`config.mk`:
```
export PLATFORM = sky130hd
export DESIGN_NAME = fcc_core
export DESIGN_NICKNAME = d
export VERILOG_FILES = /design/src/include/fcc_pkg.sv /design/src/core/fcc_core.sv
export SDC_FILE = /design/constraint.sdc
export NUM_CORES = 1
export LEC_CHECK = 0
export BUFFER_PORTS_ARGS = -buffer_cell sky130_fd_sc_hd__buf_2
export CAP_MARGIN = 20
export CORE_ASPECT_RATIO = 1.5
export CORE_MARGIN = 2
export CORE_UTILIZATION = 61
export CTS_BUF_LIST = sky130_fd_sc_hd__clkbuf_4 sky130_fd_sc_hd__clkbuf_8 sky130_fd_sc_hd__clkbuf_16
export DETAILED_ROUTE_END_ITERATION = 16
export GPL_TIMING_DRIVEN = 0
export PLACE_DENSITY = 0.79
export SLEW_MARGIN = 20
export SYNTH_ARGS = -nofsm -noshare
export SYNTH_HDL_FRONTEND = slang
export SYNTH_SLANG_ARGS = --single-unit
```
`constraint.sdc`:
```
create_clock -name clock_in -period 30.5 [get_ports clock_in]
set_clock_uncertainty 0.2 [all_clocks]
set_input_delay 0 -clock clock_in [delete_from_list [all_inputs] [get_ports clock_in]]
set_output_delay 0 -clock clock_in [all_outputs]
set_load 0.1 [all_outputs]
```
`src/include/fcc_pkg.sv`:
```
// Constants, register map and shared types of the fan duty-cycle controller.
// Assumes one 50 MHz clock and same-clock temperature and speed-count sources.
//
// Overview of operation
// - Mode 00 drives host duty setting.
// - Host duty write takes effect immediately.
// - Open loop: setting below 7% outputs zero while speed measure is enabled and measure-mode clear.
// - Mode 01 regulates measured toward target speed count.
// - Regulator steps every second, or 250 ms fast.
// - Regulator steps by ramp step; band 0x000a.
// - Regulator floors duty at 30% unless measure-mode set.
// - Mode 10, default, uses remote loop only.
// - Mode 11 drives larger of both loop demands.
// - Target is min duty plus slope times excess.
// - At or below low temperature, minimum duty.
// - At or above derived high temperature, full duty.
// - At or below passive temperature, duty zero.
// - Gradual bit chooses immediate or stepped update.
// - Ramp interval picks 0.0625 to 8 seconds.
// - Each ramp update moves one to four counts.
// - Ramping stops within selected threshold.
// - Temperature modes: below 7% forced to zero while speed measure is enabled and measure-mode clear.
package fcc_pkg;

	// ==========================================================
	// Register offsets
	localparam logic [7:0] ADDR_CONFIG_ONE = 8'h00;
	localparam logic [7:0] ADDR_CONFIG_TWO = 8'h01;
	localparam logic [7:0] ADDR_MISC_CONFIG_FOUR = 8'h04;
	localparam logic [7:0] ADDR_DUTY_RAMP_CONTROL = 8'h23;
	localparam logic [7:0] ADDR_DUTY_SETTING = 8'h30;
	localparam logic [7:0] ADDR_REMOTE_LOOP = 8'h31;
	localparam logic [7:0] ADDR_LOCAL_LOOP = 8'h32;
	localparam logic [7:0] ADDR_MIN_TEMP_DUTY = 8'h33;
	localparam logic [7:0] ADDR_PASSIVE_COOL = 8'h34;
	localparam logic [7:0] ADDR_SPEED_TARGET_LO = 8'h35;
	localparam logic [7:0] ADDR_SPEED_TARGET_HI = 8'h36;

	// ==========================================================
	// Field positions
	localparam int MODE_HI_BIT = 6;
	localparam int MODE_LO_BIT = 5;
	localparam int SPEED_MEAS_EN_BIT = 2;
	localparam int SPEED_MEAS_MODE_BIT = 1;
	localparam int FAST_SAMPLE_BIT = 5;
	localparam int GRADUAL_BIT = 7;
	localparam int THRESH_HI_BIT = 6;
	localparam int THRESH_LO_BIT = 5;
	localparam int INTERVAL_HI_BIT = 4;
	localparam int INTERVAL_LO_BIT = 2;
	localparam int STEP_HI_BIT = 1;
	localparam int STEP_LO_BIT = 0;
	localparam int LOW_TEMP_HI_BIT = 7;
	localparam int LOW_TEMP_LO_BIT = 3;
	localparam int SLOPE_HI_BIT = 2;
	localparam int SLOPE_LO_BIT = 0;

	// ==========================================================
	// Reset values
	localparam logic [7:0] RST_CONFIG_ONE = 8'hd4;
	localparam logic [7:0] RST_ZERO = 8'h00;
	localparam logic [15:0] RST_SPEED_TARGET = 16'hffff;

	// ==========================================================
	// Duty levels and limits
	localparam logic [7:0] DUTY_FULL = 8'hff;
	localparam logic [7:0] DUTY_SEVEN_PCT = 8'h12;
	localparam logic [7:0] DUTY_THIRTY_PCT = 8'h4d;
	localparam logic [16:0] SPEED_BAND = 17'h0000a;

	// ==========================================================
	// Timing
	localparam int CLOCK_MHZ = 50;
	localparam int BASE_TICK_US = 62500;
	localparam int BASE_TICK_CYCLES = BASE_TICK_US * CLOCK_MHZ;
	localparam logic [6:0] SLOW_SAMPLE_MASK = 7'h0f;
	localparam logic [6:0] FAST_SAMPLE_MASK = 7'h03;

	// Fan mode codes.
	typedef enum logic [1:0] {
		MODE_HOST_DUTY = 2'h0,
		MODE_SPEED_LOOP = 2'h1,
		MODE_REMOTE_LOOP = 2'h2,
		MODE_MAX_LOOP = 2'h3
	} fcc_mode_type;

	// All state of the controller.
	typedef struct packed {
		logic [7:0] config_one;
		logic [7:0] config_two;
		logic [7:0] misc_config_four;
		logic [7:0] duty_ramp_control;
		logic [7:0] duty_setting;
		logic [7:0] remote_loop;
		logic [7:0] local_loop;
		logic [7:0] min_temp_duty;
		logic [7:0] passive_cool_temp;
		logic [15:0] speed_target;
		logic [7:0] duty;
		logic [21:0] tick_cnt;
		logic [6:0] sub_cnt;
		logic [7:0] rdata;
	} fcc_state_type;

endpackage : fcc_pkg

```
`src/core/fcc_core.sv`:
```
// Fan duty-cycle controller: register file, mode logic and duty register.
// Assumes an internal register port from the serial interface engine and
// temperature and speed-count inputs produced on the same clock.
`timescale 1ns/1ps

module fcc_core #(
	parameter int TICK_CYCLES = fcc_pkg::BASE_TICK_CYCLES
) (
	input wire logic clock_in,
	input wire logic sys_rst_in,
	input wire logic ce_in,
	input wire logic reg_wr_in,
	input wire logic reg_rd_in,
	input wire logic [7:0] reg_addr_in,
	input wire logic [7:0] reg_wdata_in,
	output logic [7:0] reg_rdata_out,
	input wire logic [7:0] remote_temp_in,
	input wire logic [7:0] local_temp_in,
	input wire logic [15:0] speed_count_in,
	output logic [7:0] duty_out
);

	// ==========================================================
	// Helper functions

	// Duty demand of one temperature loop.
	function automatic logic [7:0] loop_duty(input logic [7:0] temp, input logic [7:0] ctrl,
			input logic [7:0] min_duty, input logic [7:0] psv);
		logic [7:0] low;
		logic [7:0] slope;
		logic [7:0] excess;
		logic [7:0] reach;
		logic [10:0] prod;
		logic [11:0] sum;
		low = {3'h0, ctrl[fcc_pkg::LOW_TEMP_HI_BIT:fcc_pkg::LOW_TEMP_LO_BIT]};
		slope = {5'h0, ctrl[fcc_pkg::SLOPE_HI_BIT:fcc_pkg::SLOPE_LO_BIT]};
		excess = temp - low;
		reach = 8'h00;
		prod = {3'h0, excess} * {3'h0, slope};
		sum = {4'h0, min_duty} + {1'h0, prod};
		if (slope != 8'h00) begin
			reach = (fcc_pkg::DUTY_FULL - min_duty) / slope;
		end
		if (temp <= psv) begin
			loop_duty = 8'h00;
		end else if (temp <= low) begin
			loop_duty = min_duty;
		end else if (slope != 8'h00 && excess >= reach) begin
			loop_duty = fcc_pkg::DUTY_FULL;
		end else if (sum > {4'h0, fcc_pkg::DUTY_FULL}) begin
			loop_duty = fcc_pkg::DUTY_FULL;
		end else begin
			loop_duty = sum[7:0];
		end
	endfunction : loop_duty

	// Moves a duty value toward a goal by at most one step, saturating.
	function automatic logic [7:0] step_toward(input logic [7:0] cur, input logic [7:0] goal,
			input logic [7:0] step);
		if (goal > cur) begin
			step_toward = (goal - cur > step) ? cur + step : goal;
		end else begin
			step_toward = (cur - goal > step) ? cur - step : goal;
		end
	endfunction : step_toward

	// Ramp threshold in duty counts for a threshold code.
	function automatic logic [7:0] threshold_of(input logic [1:0] code);
		case (code)
			2'h0: threshold_of = 8'h00;
			2'h1: threshold_of = 8'h02;
			2'h2: threshold_of = 8'h04;
			default: threshold_of = 8'h08;
		endcase
	endfunction : threshold_of

	// ==========================================================
	// State and decode
	fcc_pkg::fcc_state_type st_reg;
	fcc_pkg::fcc_state_type st_next;
	fcc_pkg::fcc_mode_type mode;
	logic meas_en;
	logic meas_mode;
	logic force_low;
	logic gradual;
	logic [7:0] step;
	logic [7:0] thresh;
	logic [2:0] interval;
	logic [6:0] sub_inc;
	logic [6:0] rate_mask;
	logic base_tick;
	logic rate_tick;
	logic speed_tick;
	logic [7:0] open_duty;
	logic [7:0] remote_demand;
	logic [7:0] local_demand;
	logic [7:0] raw_target;
	logic [7:0] temp_target;
	logic [7:0] ramp_diff;
	logic [16:0] meas_wide;
	logic [16:0] tgt_wide;
	logic [7:0] speed_duty;
	logic [7:0] rdata_mux;

	// Field decode of the configuration registers.
	assign mode = fcc_pkg::fcc_mode_type'(st_reg.config_one[fcc_pkg::MODE_HI_BIT:fcc_pkg::MODE_LO_BIT]);
	assign meas_en = st_reg.config_two[fcc_pkg::SPEED_MEAS_EN_BIT];
	assign meas_mode = st_reg.config_two[fcc_pkg::SPEED_MEAS_MODE_BIT];
	assign force_low = meas_en && !meas_mode;
	assign gradual = st_reg.duty_ramp_control[fcc_pkg::GRADUAL_BIT];
	assign step = {6'h00, st_reg.duty_ramp_control[fcc_pkg::STEP_HI_BIT:fcc_pkg::STEP_LO_BIT]} + 8'h01;
	assign thresh = threshold_of(
		st_reg.duty_ramp_control[fcc_pkg::THRESH_HI_BIT:fcc_pkg::THRESH_LO_BIT]);
	assign interval = st_reg.duty_ramp_control[fcc_pkg::INTERVAL_HI_BIT:fcc_pkg::INTERVAL_LO_BIT];

	// Timebase: a 62.5 ms base tick and a count of base ticks above it.
	assign base_tick = (st_reg.tick_cnt == 22'(TICK_CYCLES - 1));
	assign sub_inc = st_reg.sub_cnt + 7'h01;
	assign rate_mask = 7'((8'h01 << interval) - 8'h01);
	assign rate_tick = base_tick && ((sub_inc & rate_mask) == 7'h00);
	assign speed_tick = base_tick && ((sub_inc & (st_reg.misc_config_four[fcc_pkg::FAST_SAMPLE_BIT]
		? fcc_pkg::FAST_SAMPLE_MASK : fcc_pkg::SLOW_SAMPLE_MASK)) == 7'h00);

	// Open-loop duty with the low-duty cutoff.
	assign open_duty = (force_low && st_reg.duty_setting < fcc_pkg::DUTY_SEVEN_PCT)
		? 8'h00 : st_reg.duty_setting;

	// Temperature loop demands and the chosen target.
	assign remote_demand = loop_duty(remote_temp_in, st_reg.remote_loop, st_reg.min_temp_duty,
		st_reg.passive_cool_temp);
	assign local_demand = loop_duty(local_temp_in, st_reg.local_loop, st_reg.min_temp_duty,
		st_reg.passive_cool_temp);
	assign raw_target = (mode == fcc_pkg::MODE_MAX_LOOP && local_demand > remote_demand)
		? local_demand : remote_demand;
	assign temp_target = (force_low && raw_target < fcc_pkg::DUTY_SEVEN_PCT)
		? 8'h00 : raw_target;
	assign ramp_diff = (temp_target > st_reg.duty)
		? temp_target - st_reg.duty : st_reg.duty - temp_target;

	// Speed regulator: a larger count means a slower fan.
	assign meas_wide = {1'h0, speed_count_in};
	assign tgt_wide = {1'h0, st_reg.speed_target};
	always_comb begin
		speed_duty = st_reg.duty;
		if (meas_wide > tgt_wide + fcc_pkg::SPEED_BAND) begin
			speed_duty = step_toward(st_reg.duty, fcc_pkg::DUTY_FULL, step);
		end else if (meas_wide + fcc_pkg::SPEED_BAND < tgt_wide) begin
			speed_duty = step_toward(st_reg.duty, 8'h00, step);
		end
		if (!meas_mode && speed_duty < fcc_pkg::DUTY_THIRTY_PCT) begin
			speed_duty = fcc_pkg::DUTY_THIRTY_PCT;
		end
	end

	// Register read multiplexer; unmapped offsets read zero.
	always_comb begin
		case (reg_addr_in)
			fcc_pkg::ADDR_CONFIG_ONE: rdata_mux = st_reg.config_one;
			fcc_pkg::ADDR_CONFIG_TWO: rdata_mux = st_reg.config_two;
			fcc_pkg::ADDR_MISC_CONFIG_FOUR: rdata_mux = st_reg.misc_config_four;
			fcc_pkg::ADDR_DUTY_RAMP_CONTROL: rdata_mux = st_reg.duty_ramp_control;
			fcc_pkg::ADDR_DUTY_SETTING: rdata_mux = st_reg.duty_setting;
			fcc_pkg::ADDR_REMOTE_LOOP: rdata_mux = st_reg.remote_loop;
			fcc_pkg::ADDR_LOCAL_LOOP: rdata_mux = st_reg.local_loop;
			fcc_pkg::ADDR_MIN_TEMP_DUTY: rdata_mux = st_reg.min_temp_duty;
			fcc_pkg::ADDR_PASSIVE_COOL: rdata_mux = st_reg.passive_cool_temp;
			fcc_pkg::ADDR_SPEED_TARGET_LO: rdata_mux = st_reg.speed_target[7:0];
			fcc_pkg::ADDR_SPEED_TARGET_HI: rdata_mux = st_reg.speed_target[15:8];
			default: rdata_mux = 8'h00;
		endcase
	end

	// ==========================================================
	// Next-state logic
	always_comb begin
		st_next = st_reg;
		if (reg_rd_in) begin
			st_next.rdata = rdata_mux;
		end
		if (reg_wr_in) begin
			case (reg_addr_in)
				fcc_pkg::ADDR_CONFIG_ONE: st_next.config_one = reg_wdata_in;
				fcc_pkg::ADDR_CONFIG_TWO: st_next.config_two = reg_wdata_in;
				fcc_pkg::ADDR_MISC_CONFIG_FOUR: st_next.misc_config_four = reg_wdata_in;
				fcc_pkg::ADDR_DUTY_RAMP_CONTROL: st_next.duty_ramp_control = reg_wdata_in;
				fcc_pkg::ADDR_DUTY_SETTING: st_next.duty_setting = reg_wdata_in;
				fcc_pkg::ADDR_REMOTE_LOOP: st_next.remote_loop = reg_wdata_in;
				fcc_pkg::ADDR_LOCAL_LOOP: st_next.local_loop = reg_wdata_in;
				fcc_pkg::ADDR_MIN_TEMP_DUTY: st_next.min_temp_duty = reg_wdata_in;
				fcc_pkg::ADDR_PASSIVE_COOL: st_next.passive_cool_temp = reg_wdata_in;
				fcc_pkg::ADDR_SPEED_TARGET_LO: st_next.speed_target[7:0] = reg_wdata_in;
				fcc_pkg::ADDR_SPEED_TARGET_HI: st_next.speed_target[15:8] = reg_wdata_in;
				default: st_next.rdata = st_next.rdata;
			endcase
		end
		if (base_tick) begin
			st_next.tick_cnt = 22'h000000;
			st_next.sub_cnt = sub_inc;
		end else begin
			st_next.tick_cnt = st_reg.tick_cnt + 22'h000001;
		end
		case (mode)
			fcc_pkg::MODE_HOST_DUTY: begin
				st_next.duty = open_duty;
			end
			fcc_pkg::MODE_SPEED_LOOP: begin
				if (speed_tick && meas_en) begin
					st_next.duty = speed_duty;
				end
			end
			default: begin
				if (rate_tick) begin
					if (!gradual) begin
						st_next.duty = temp_target;
					end else if (ramp_diff > thresh) begin
						st_next.duty = step_toward(st_reg.duty, temp_target, step);
					end
				end
			end
		endcase
	end

	// State register; the clock enable freezes everything.
	always_ff @(posedge clock_in) begin
		if (sys_rst_in) begin
			st_reg <= '{config_one: fcc_pkg::RST_CONFIG_ONE,
				speed_target: fcc_pkg::RST_SPEED_TARGET, default: '0};
		end else if (ce_in) begin
			st_reg <= st_next;
		end
	end

	assign duty_out = st_reg.duty;
	assign reg_rdata_out = st_reg.rdata;
endmodule : fcc_core

```
* Yosys cells after proc, flatten, opt, wreduce, memory -nomap -nowiden *
Index checks and enable logic that the tools add are counted.

word-level totals
  register bits after elaboration = 133

operators by class
  equality and inequality tests = 17
  multiply operators = 2
  reduce and logical (&&, ||, !) cells = 33
  bitwise operators = 2
  div/mod/pow operators = 2
  add/subtract/negate cells = 18
  muxes and demuxes = 35
  shift-type cells = 1
  magnitude comparators = 24

operators with widths
  operator                 count
  $mux W8                  30
  $pmux W8 S11             1
  $eq A8 B6 Y1 const B     8
  $gt A8 B3 Y1             6
  $add A16 B4 Y17 const B  2
  $reduce_and A3 Y1        11
  $add A8 B11 Y12          2
  $gt A12 B8 Y1 const B    2
  $gt A8 B8 Y1             3
  $add A22 B1 Y22 const B  1
  $eq A22 B22 Y1 const B   1
  $mul A8 B3 Y11           2
  $mux W22                 1
  $gt A16 B17 Y1           1
  $lt A17 B16 Y1           1
  $div A8 B3 Y8            2
  $ge A8 B8 Y1             2
  $le A8 B5 Y1             2
  $le A8 B8 Y1             2
  $lt A8 B5 Y1 const B     2
  $pmux W8 S2              1
  $sub A8 B5 Y8            2
  $sub A8 B8 Y8            2
  $sub A8 B8 Y8 const A    2
  other kinds (29)         45

* Logic depth before layout (Yosys ltp) *
Gate-level depths: netlist of run 1.

  depth in word-level cells = 22
  mapped depth = 83
  depth with buffers taken out = 79

* Worst setup path before layout of run 1 *
Ideal clock, no wire load.

  path type = register to register
  start = register st_reg[77] (netlist bit)
  end = register st_reg (netlist bit duty_out[1])
  required time = 30,168 ps
  path buffers = 5
  arrival time = 15,483 ps
  cell stages (with the launch flop) = 79
  slack = 14,685 ps
  period minus slack after synthesis = 15,815 ps
  cell sequence = dfxtp_1 -> clkbuf_1 -> inv_1 -> ha_1 -> or3b_1 -> a22oi_1 -> ha_1 -> nor4b_1 -> nor2_1 -> nor2_1 -> nor2_1 -> ha_1 -> a21oi_1 -> nand3_1 -> nand2_1 -> inv_1 -> ha_1 -> o21a_1 -> [... 43 more ...] -> ha_1 -> inv_1 -> fa_1 -> a211oi_1 -> nor2_1 -> o31a_1 -> o31ai_1 -> clkbuf_1 -> mux2_2 -> ha_1 -> nor2b_1 -> o21a_1 -> o21ai_0 -> a31o_2 -> nand2_1 -> clkbuf_1 -> o2111ai_1 -> a31oi_1

between the ends
  word-level cells in the longest chain between the ends = 21
  elaborated cells between the ends (all ways) = 34
  classes of those cells = add/sub: 3; mul: 1; div: 1; order compare: 8; eq/ne: 1; mux: 15; reduce/logical: 5

RTL lines
  element                                                RTL line                                         RTL
  start, declared                                        fcc_core.sv:79                                   fcc_pkg::fcc_state_type st_reg;
  start signal, assigned                                 fcc_core.sv:226                                  st_reg <= '{config_one: fcc_pkg::RST_CONFIG_ONE,
  start signal, assigned                                 fcc_core.sv:229                                  st_reg <= st_next;
  $div A8 B3 Y8, or another cell as far along            fcc_core.sv:42                                   reach = (fcc_pkg::DUTY_FULL - min_duty) / slope;
  $mux W8 / $add A8 B11 Y12 (equally long branches)      fcc_core.sv:41, fcc_core.sv:40
  $ge A8 B8 Y1 / $gt A12 B8 Y1 (equally long branches)   fcc_core.sv:48, fcc_core.sv:50
  $logic_and A1 B1 Y1 / $mux W8 (equally long branches)  fcc_core.sv:48, fcc_core.sv:50
  $mux W8 (*)                                            fcc_core.sv:48                                   end else if (slope != 8'h00 && excess >= reach) begin
  $mux W8 (*)                                            fcc_core.sv:46                                   end else if (temp <= low) begin
  $mux W8 (*)                                            fcc_core.sv:44                                   if (temp <= psv) begin
  $gt A8 B8 Y1                                           fcc_core.sv:133                                  assign raw_target = (mode == fcc_pkg::MODE_MAX_LOOP && local_demand > remote_demand)
  [... 5 more ...]                                       --
  $sub A8 B8 Y8 (on tied branches)                       fcc_core.sv:63, fcc_core.sv:138, fcc_core.sv:61
  $gt A8 B3 Y1 (on tied branches)                        fcc_core.sv:63, fcc_core.sv:61
  $mux W8 (on tied branches)                             fcc_core.sv:63, fcc_core.sv:61
  $mux W8                                                fcc_core.sv:60                                   if (goal > cur) begin
  $mux W8                                                fcc_core.sv:215                                  end else if (ramp_diff > thresh) begin
  $mux W8                                                fcc_core.sv:213                                  if (!gradual) begin
  $mux W8                                                fcc_core.sv:212                                  if (rate_tick) begin
  $pmux W8 S2                                            fcc_core.sv:202                                  case (mode)

Every way passes the cells marked *; elsewhere a longest branch is shown, timed or not. The select of a mux whose other input is x is not followed.
A chain may end at the register's enable or synchronous reset.

* Final worst setup path of run 1 *
  start = register st_reg[85] (netlist bit)
  end = register st_reg (netlist bit duty_out[3])

Same word-level chain as after synthesis.

==> results.md, run 1 <==
* Run status: completed
* # diodes at 0
* Placeable core area at 24520 um^2
* Fillers at 2149
* Largest cells by area after synthesis: dfxtp_1 (17%), ha_1 (16%), nand2_1 (6.3%)
* Clk_lat worst skew at around 0.42 ns
* DRC at 0
* Slew margin rel. at between 30% and 40%
* Syn Nets at around 2300
* Max VDD drop at between 0.05 and 0.06 mV
* Max stage delay on crit path at between 0.4 and 0.5 ns
* Most used cell, CP: ha_1
* Drt first-iter violations at between 1500 and 2000
* Worst Hold Class: input port to register
* Clock power frac at between 40% and 50%
* Cell area after placement at between 15000 and 20000 um^2
* Die Height at 197.8 um
* Worst-path clk slew at 0.06 ns
* Sw Pwr at roughly 0.13 mW
* Largest net degree at the start of global routing at 17
* Adder-cell share of the synthesized area at between 20 and 25%
* Final instance area at 16730 um^2
* CP top delay family: compound AO/OA/AOI/OAI gates
* Post-synth top area share at between 10% and 20%
* Unrepaired setup endpoints after global routing: no
* HPWL Detailed at roughly 39000 um
* Post-CTS Resized at 0
* Crit path DAT at 19.56 ns
* CP required at slightly above 30 ns
* Slowest cell on the critical path: clkbuf_1
* Cell variety after synth at 86
* Initial antenna violation count at 0
* Nature of the critical path endpoint: register
* Site row count at 70
* Post-CTS setup buffer count at 0
* Dominant cell type by area after synthesis: dfxtp_1
* CTS Buffer Depth at 2
* Starting density of the core at 62.29%
* Final Setup Violations at 0
* GRT Overall Usage at a little under two fifths
* Post-layout minimum cycle time at a little under 20 ns
* Synth Area in Simple Gates at 24.85%
* Global route total overflow at 0
* Drt pass-1 iters at 8
* Die ar. at approximately 26000 um^2
* Ys flop type: dfxtp_1
* Chip Width at between 100 and 150 um
* FF/Latch Area at between 2000 and 3000 um^2
* Crit path depth at 80
* Port Buffers at 67
* Register area share after synthesis at approximately 17%
* Compound-gate portion of the synthesized area at approximately 23%
* Cells on worst reg2reg path at 80
* CTS tree: done
* Hold-critical path depth at 3
* Peak Freq at just over 50 MHz
* Largest register FFs at around 110
* Multiplexer area fraction after synthesis at under 10%
* Cell-internal power at 0.3288 mW
* Post-synth EDFFs at 0
* Syn_area_per_cell at 7.502 um^2
* CTS Hold Bufs at 10
* Critical path buffers and inverters at 7
* I/O pin cnt at 69
* Ratio of cells with drive above 1 in the final layout at under 10%
* Global placement routability congestion at around 0.99
* CTS H-tree lvls at 4
* FFs w/ async S/R, synth at 0%
* Slew Limit Fails at 0
* Worst setup SP type: register
* DR vias/cell at approximately 6.5
* Cts bufs inserted at 17
* Combinational share of power at between 10% and 20%
* Ys Warns at 0
* Period utilisation layout at approximately 64%
* Final nets at between 2000 and 2500
* Multi-input combinational cell area at between 10000 and 15000 um^2
* Worst setup path class: register to register
* Switching part of the total at 27.60%
* First-pass GRT wire length at 78310 um
* Final antenna-violating net count at 0
* Max Cap Viol at 0
* Post-synthesis xor/xnor area fraction at between 5 and 6%
* Post-Syn Instances at 2036
* FF+latch count, synth at 133
* Final TNS setup at 0 ns
* Via count at ~16000
* CTS root buf: clkbuf_16
* Vias in the first global route at ~16000
* Power density over the cells at 27.16 nW/um^2
* Clock Sinks at 133
* Reg power frac at 38.4%
* Synth-to-Final Area Change at 9.510%
* DRT Wirelength at between 40000 and 50000 um
* Leak at 6.772 nW
* Routed WL per cell at between 15 and 20 um
* Fin. Hold Viols at 0
* Tightest Pin Transition at between 0.9 and 1 ns
* Largest family of logic cells by synthesized area: simple AND/OR/NAND/NOR gates
* CP max FO at 11
* Cell Area, Synth at around 15000 um^2
==> cells by family after synthesis <==
logic type               count (synthesis)
AO/OA/AOI/OAI                          517
XOR/XNOR                                98
adder cells (fa/ha/maj)                230
buffers and inverters                  236
flip-flops                             133
multiplexers                            33
AND/OR/NAND/NOR                        789
==> per-stage QoR <==
step	hold slack, ns	util (%)	total power, mW	std cells	setup WS (ns)
after floorplan	-0.05251	-	0.2206	2036	14.68
after global placement	0.07383	65.31	0.2399	2427	11.84
after detailed placement	0.08789	65.33	0.2417	2427	11.50
after CTS	0.02572	68.21	0.4525	2468	11.39
after global routing	0.08082	68.21	0.4664	2468	9.588
final	0.06707	68.21	0.4542	2468	11.04
==> routing by layer <==
metal	vias up	track usage, %	wire length [um]
li1	7529	-	-
met3	261	4.685	3049
met5	-	0	0
met2	763	66.57	24110
met1	7548	39.19	17950
met4	0	27.34	4158
==> tightest hold or removal path, delay by kind of cell <==
kind,cells,cell delay [ns]
buffers and inverters,2,0.47
AOI/OAI and AO/OA,1,0.17
==> path summary, 6_finish.rpt <==
path                       to        from  slack [ns]
hold reg to reg    st_reg[92]  st_reg[92]        0.26
setup / recovery  duty_out[3]  st_reg[85]       11.04
setup reg to reg  duty_out[3]  st_reg[85]       11.04
hold / removal     st_reg[66]  sys_rst_in        0.07
==> power by group through the flow <==
stage                     logic [mW]  registers, mW  clock network [mW]
after floorplan               0.0423          0.178                   0
after global placement        0.0615          0.178                   0
after detailed placement      0.0633          0.178                   0
after CTS                     0.0646          0.175               0.213
after global routing          0.0726          0.175               0.219
final                         0.0662          0.175               0.213
==> final cells by class <==
class / count / share of cell area, %
Multi-Input combinational cell: 1667 / 69.68
Sequential cell: 133 / 15.92
Inverter: 133 / 2.985
Buffer: 103 / 2.760
Timing Repair Buffer: 77 / 2.603
Clock buffer: 18 / 2.588
Tap cell: 324 / 2.424
Clock inverter: 13 / 1.040
==> cells in the mapped netlist, drive strengths merged (7+ instances only) <==
cell / instances
nand2: 255
ha: 198
nor2: 164
a21oi: 145
dfxtp: 133
inv: 129
nand3: 114
clkbuf: 80
o21ai: 75
xnor2: 55
nor3: 48
xor2: 43
o211ai: 35
o21a: 34
fa: 32
and2: 31
a21o: 28
nand2b: 28
nor2b: 26
a31oi: 25
a211oi: 24
buf: 23
nand4: 22
a22oi: 18
mux2: 17
mux2i: 16
or3: 16
and3: 14
or2: 14
a221oi: 13
nor4: 13
a222oi: 12
o2111ai: 11
or4: 11
and4: 8
o21bai: 8
a211o: 7
o31a: 7
o31ai: 7
==> layout by cell type, fill, tap and decap left out, drive strengths merged, types with 31 or more instances in the layout <==
| cell | count |
|---|---|
| nand2 | 255 |
| ha | 198 |
| nor2 | 164 |
| a21oi | 145 |
| dfxtp | 133 |
| inv | 133 |
| nand3 | 114 |
| clkbuf | 98 |
| buf | 90 |
| o21ai | 75 |
| xnor2 | 55 |
| nor3 | 48 |
| xor2 | 43 |
| o211ai | 35 |
| o21a | 34 |
| fa | 32 |
| and2 | 31 |
Note: power is estimated with default switching activity, not from simulation.
==> inputs of run 2 (changes only) <==
--- a/config.mk
+++ b/config.mk
@@ -9,7 +9,7 @@
 export CAP_MARGIN = 20
 export CORE_ASPECT_RATIO = 1.5
 export CORE_MARGIN = 2
-export CORE_UTILIZATION = 61
+export CORE_UTILIZATION = 58
 export CTS_BUF_LIST = sky130_fd_sc_hd__clkbuf_4 sky130_fd_sc_hd__clkbuf_8 sky130_fd_sc_hd__clkbuf_16
 export DETAILED_ROUTE_END_ITERATION = 16
 export GPL_TIMING_DRIVEN = 0
==> constraint.sdc (replaced) <==
create_clock -name clock_in -period 16 [get_ports clock_in]
set_clock_uncertainty 0.2 [all_clocks]
set_input_delay 0 -clock clock_in [delete_from_list [all_inputs] [get_ports clock_in]]
set_output_delay 0 -clock clock_in [all_outputs]
set_load 0.1 [all_outputs]
==> run 2 against run 1 <==
Compared with the run above:
- setup slack lost 11 ns
- via count increased by 3.5%
- global-route usage down 0.87 points
- design area increased by 9.5%
- clock power is 86% higher
- core utilization is 2.7 points higher
- maximum frequency rose by 23%
- die area is 5.0% higher
- register-to-register slack got worse by 11 ns
- wire length rose by 8.2%
- largest power group unchanged
- highest routed layer unchanged
==> results.md, run 2 (synthesis results as in run 1) <==
* Run status: completed
* Worst setup path class: register to register
* Global route total overflow at 0 (unchanged)
* DR vias/cell at 6.512 (-0.19%)
* Synth-to-Final Area Change at 19.95%
* Drt pass-1 iters at 8 (unchanged)
* Die Height at 202.8 um (+2.5%)
* Combinational share of power at 16.7% (+2.1 points)
* CTS H-tree lvls at 4 (unchanged)
* Cts bufs inserted at 17 (unchanged)
* CTS root buf: clkbuf_16
* Slew margin rel. at 35.66% (-1.9 points)
* Clock power frac at 45.4% (-1.6 points)
* Unrepaired setup endpoints after global routing: yes
* Slew Limit Fails at 0 (unchanged)
* Via count at 16670 (+3.5%)
* Power density over the cells at 47.76 nW/um^2 (+76%)
* Most frequent cells in the layout: nand2_1 (247), ha_1 (181), nor2_1 (155)
* Placeable core area at 25850 um^2 (+5.4%)
* Die ar. at 27680 um^2 (+5.0%)
* Reg-to-Reg End: duty_out[1]
* Cell-internal power at 0.6235 mW (+90%)
* Ratio of cells with drive above 1 in the final layout at 17.06% (+9.5 points)
* Period utilisation layout at 98.85% (+35 points)
* HPWL Detailed at 38940 um (+0.52%)
* Pre-CTS WS at -3.045 ns (-14.55 ns)
* Commonest non-fill, non-tap cell in the layout: nand2_1
* Cells on worst reg2reg path at 82 (+2.5%)
* Vias in the first global route at 16069 (+3.2%)
* R2r startpoint: st_reg[85]
* Largest net degree at the start of global routing at 17 (unchanged)
* Most used cell, CP: ha_1
* Setup ws final at 0.1837 ns (-10.86 ns)
* Leak at 7.453 nW (+10%)
* Largest register FFs at 109 (unchanged)
* Final nets at 2497 (+3.4%)
* Clk_lat worst skew at 0.43 ns (about the same)
* DRT Wirelength at 53300 um (+8.2%)
* DRC at 0 (unchanged)
* Total power draw at 0.8751 mW (+93%)
* Final antenna-violating net count at 0 (unchanged)
* Fin. Hold Viols at 0 (unchanged)
* CP max FO at 7 (-4)
* Sw Pwr at 0.2517 mW (+100%)
* Initial antenna violation count at 0 (unchanged)
* Drt first-iter violations at 1286 (-19%)
* Max VDD drop at 0.08913 mV (+77%)
* Port Buffers at 67 (unchanged)
* CTS Buffer Depth at 2 (unchanged)
* Final TNS setup at 0 ns (unchanged)
* I/O pin cnt at 69 (unchanged)
* Switching part of the total at 28.76% (+1.2 points)
* Peak Freq at 63.23 MHz (+23%)
* Reg2Reg Setup Slack at 0.18 ns (-10.86 ns)
* CTS tree: done
* Chip Width at 136.5 um (+2.5%)
* Post-layout minimum cycle time at 15.82 ns (-3.643 ns)
* Site row count at 72 (+2.9%)
* Slowest cell on the critical path: a311o_1
* Fillers at 2034 (-5.4%)
* Clock Sinks at 133 (unchanged)
* Worst setup SP type: register
* Reg power frac at 38.0% (-0.4 points)
* First-pass GRT wire length at 79280 um (+1.2%)
* Routed WL per cell at 20.82 um (+4.3%)
* CP required at 16.08 ns (-14.52 ns)
* Max stage delay on crit path at 0.45 ns (about the same)
* Tightest Pin Transition at 0.9606 ns (+0.03247 ns)
* Critical Path End: duty_out[1]
* Starting density of the core at 59.08% (-3.2 points)
* # diodes at 0 (unchanged)
* Critical Path Start: st_reg[85]
* GRT Overall Usage at 36.01% (-0.87 points)
* Max Cap Viol at 0 (unchanged)
* Nature of the critical path endpoint: register
* Crit path DAT at 15.90 ns (-3.66 ns)
* Global placement routability congestion at 1.016 (+2.3%)
* Worst Hold Class: input port to register
* Final Setup Violations at 0 (unchanged)
* Worst-path clk slew at 0.06 ns (about the same)
run 2: power groups by stage:
stage          Clock, mW  Combinational [mW]  Sequential [mW]
2_1_floorplan          0              0.0807            0.340
3_3_place_gp           0               0.118            0.340
3_5_place_dp           0               0.120            0.340
4_1_cts            0.393               0.130            0.333
5_1_grt            0.407               0.157            0.332
6_report           0.397               0.146            0.332
run 2: final cells by class:
type                    instances  area (um^2)  share of cell area, %
clock buffers                  18        439.2                  2.397
multi-input cells            1667        12490                  68.18
well taps                     333        416.7                  2.274
inverters                     133        519.2                  2.834
plain buffers                  99        504.2                  2.752
clock inverters                14        152.6                 0.8331
flip-flops and latches        133         2674                  14.59
repair buffers                163         1124                  6.132
run 2: critical path: cells and delay by family (launching register included):
kind                       cells  cell delay (ns)
AOI/OAI and AO/OA             35             6.49
adders and majority gates     13             3.95
and+or+nand+nor               21             2.64
buffers and inverters          8             0.98
muxes                          4             0.82
DFF                            1             0.35
xor gates and xnor gates       1             0.21
run 2: per-stage QoR:
step | std cells | hold slack, ns | area (um^2) | utilization, %
2_1_floorplan | 2036 | -0.05251 | 15270 | -
3_3_place_gp | 2436 | 0.07006 | 16030 | 61.99
3_5_place_dp | 2437 | 0.08090 | 16030 | 62.01
4_1_cts | 2504 | 0.03782 | 17220 | 66.60
5_1_grt | 2560 | 0.05278 | 18320 | 70.87
6_report | 2560 | 0.04762 | 18320 | 70.87
run 2: worst min-delay path by stage:
stage                    start           to  slack (ns)  cells after the start
5_1_grt             sys_rst_in   st_reg[62]        0.05                      3
2_1_floorplan  reg_wdata_in[1]  st_reg[110]       -0.05                      2
3_3_place_gp   reg_wdata_in[0]  st_reg[117]        0.07                      3
3_5_place_dp   reg_wdata_in[0]  st_reg[117]        0.08                      3
4_1_cts             sys_rst_in   st_reg[67]        0.04                      3
6_report            sys_rst_in   st_reg[62]        0.05                      3
run 2: per-layer routing:
metal	track usage (%)	vias to the layer above	wire length (um)
met4	31.03	0	5345
met2	62.95	793	25880
met3	5.643	326	3399
met5	0	-	0
met1	36.57	7825	18670
li1	-	7726	-
run 2: repair_timing:
item / CTS / global route
endpoints found under the hold margin: 17 / 0
pin swaps: 26 / 96
endpoints found under the setup margin: 8 / 8
setup buffers: 28 / 56
gates cloned: 0 / 1
resized for setup: 79 / 132
hold buffers: 10 / 0
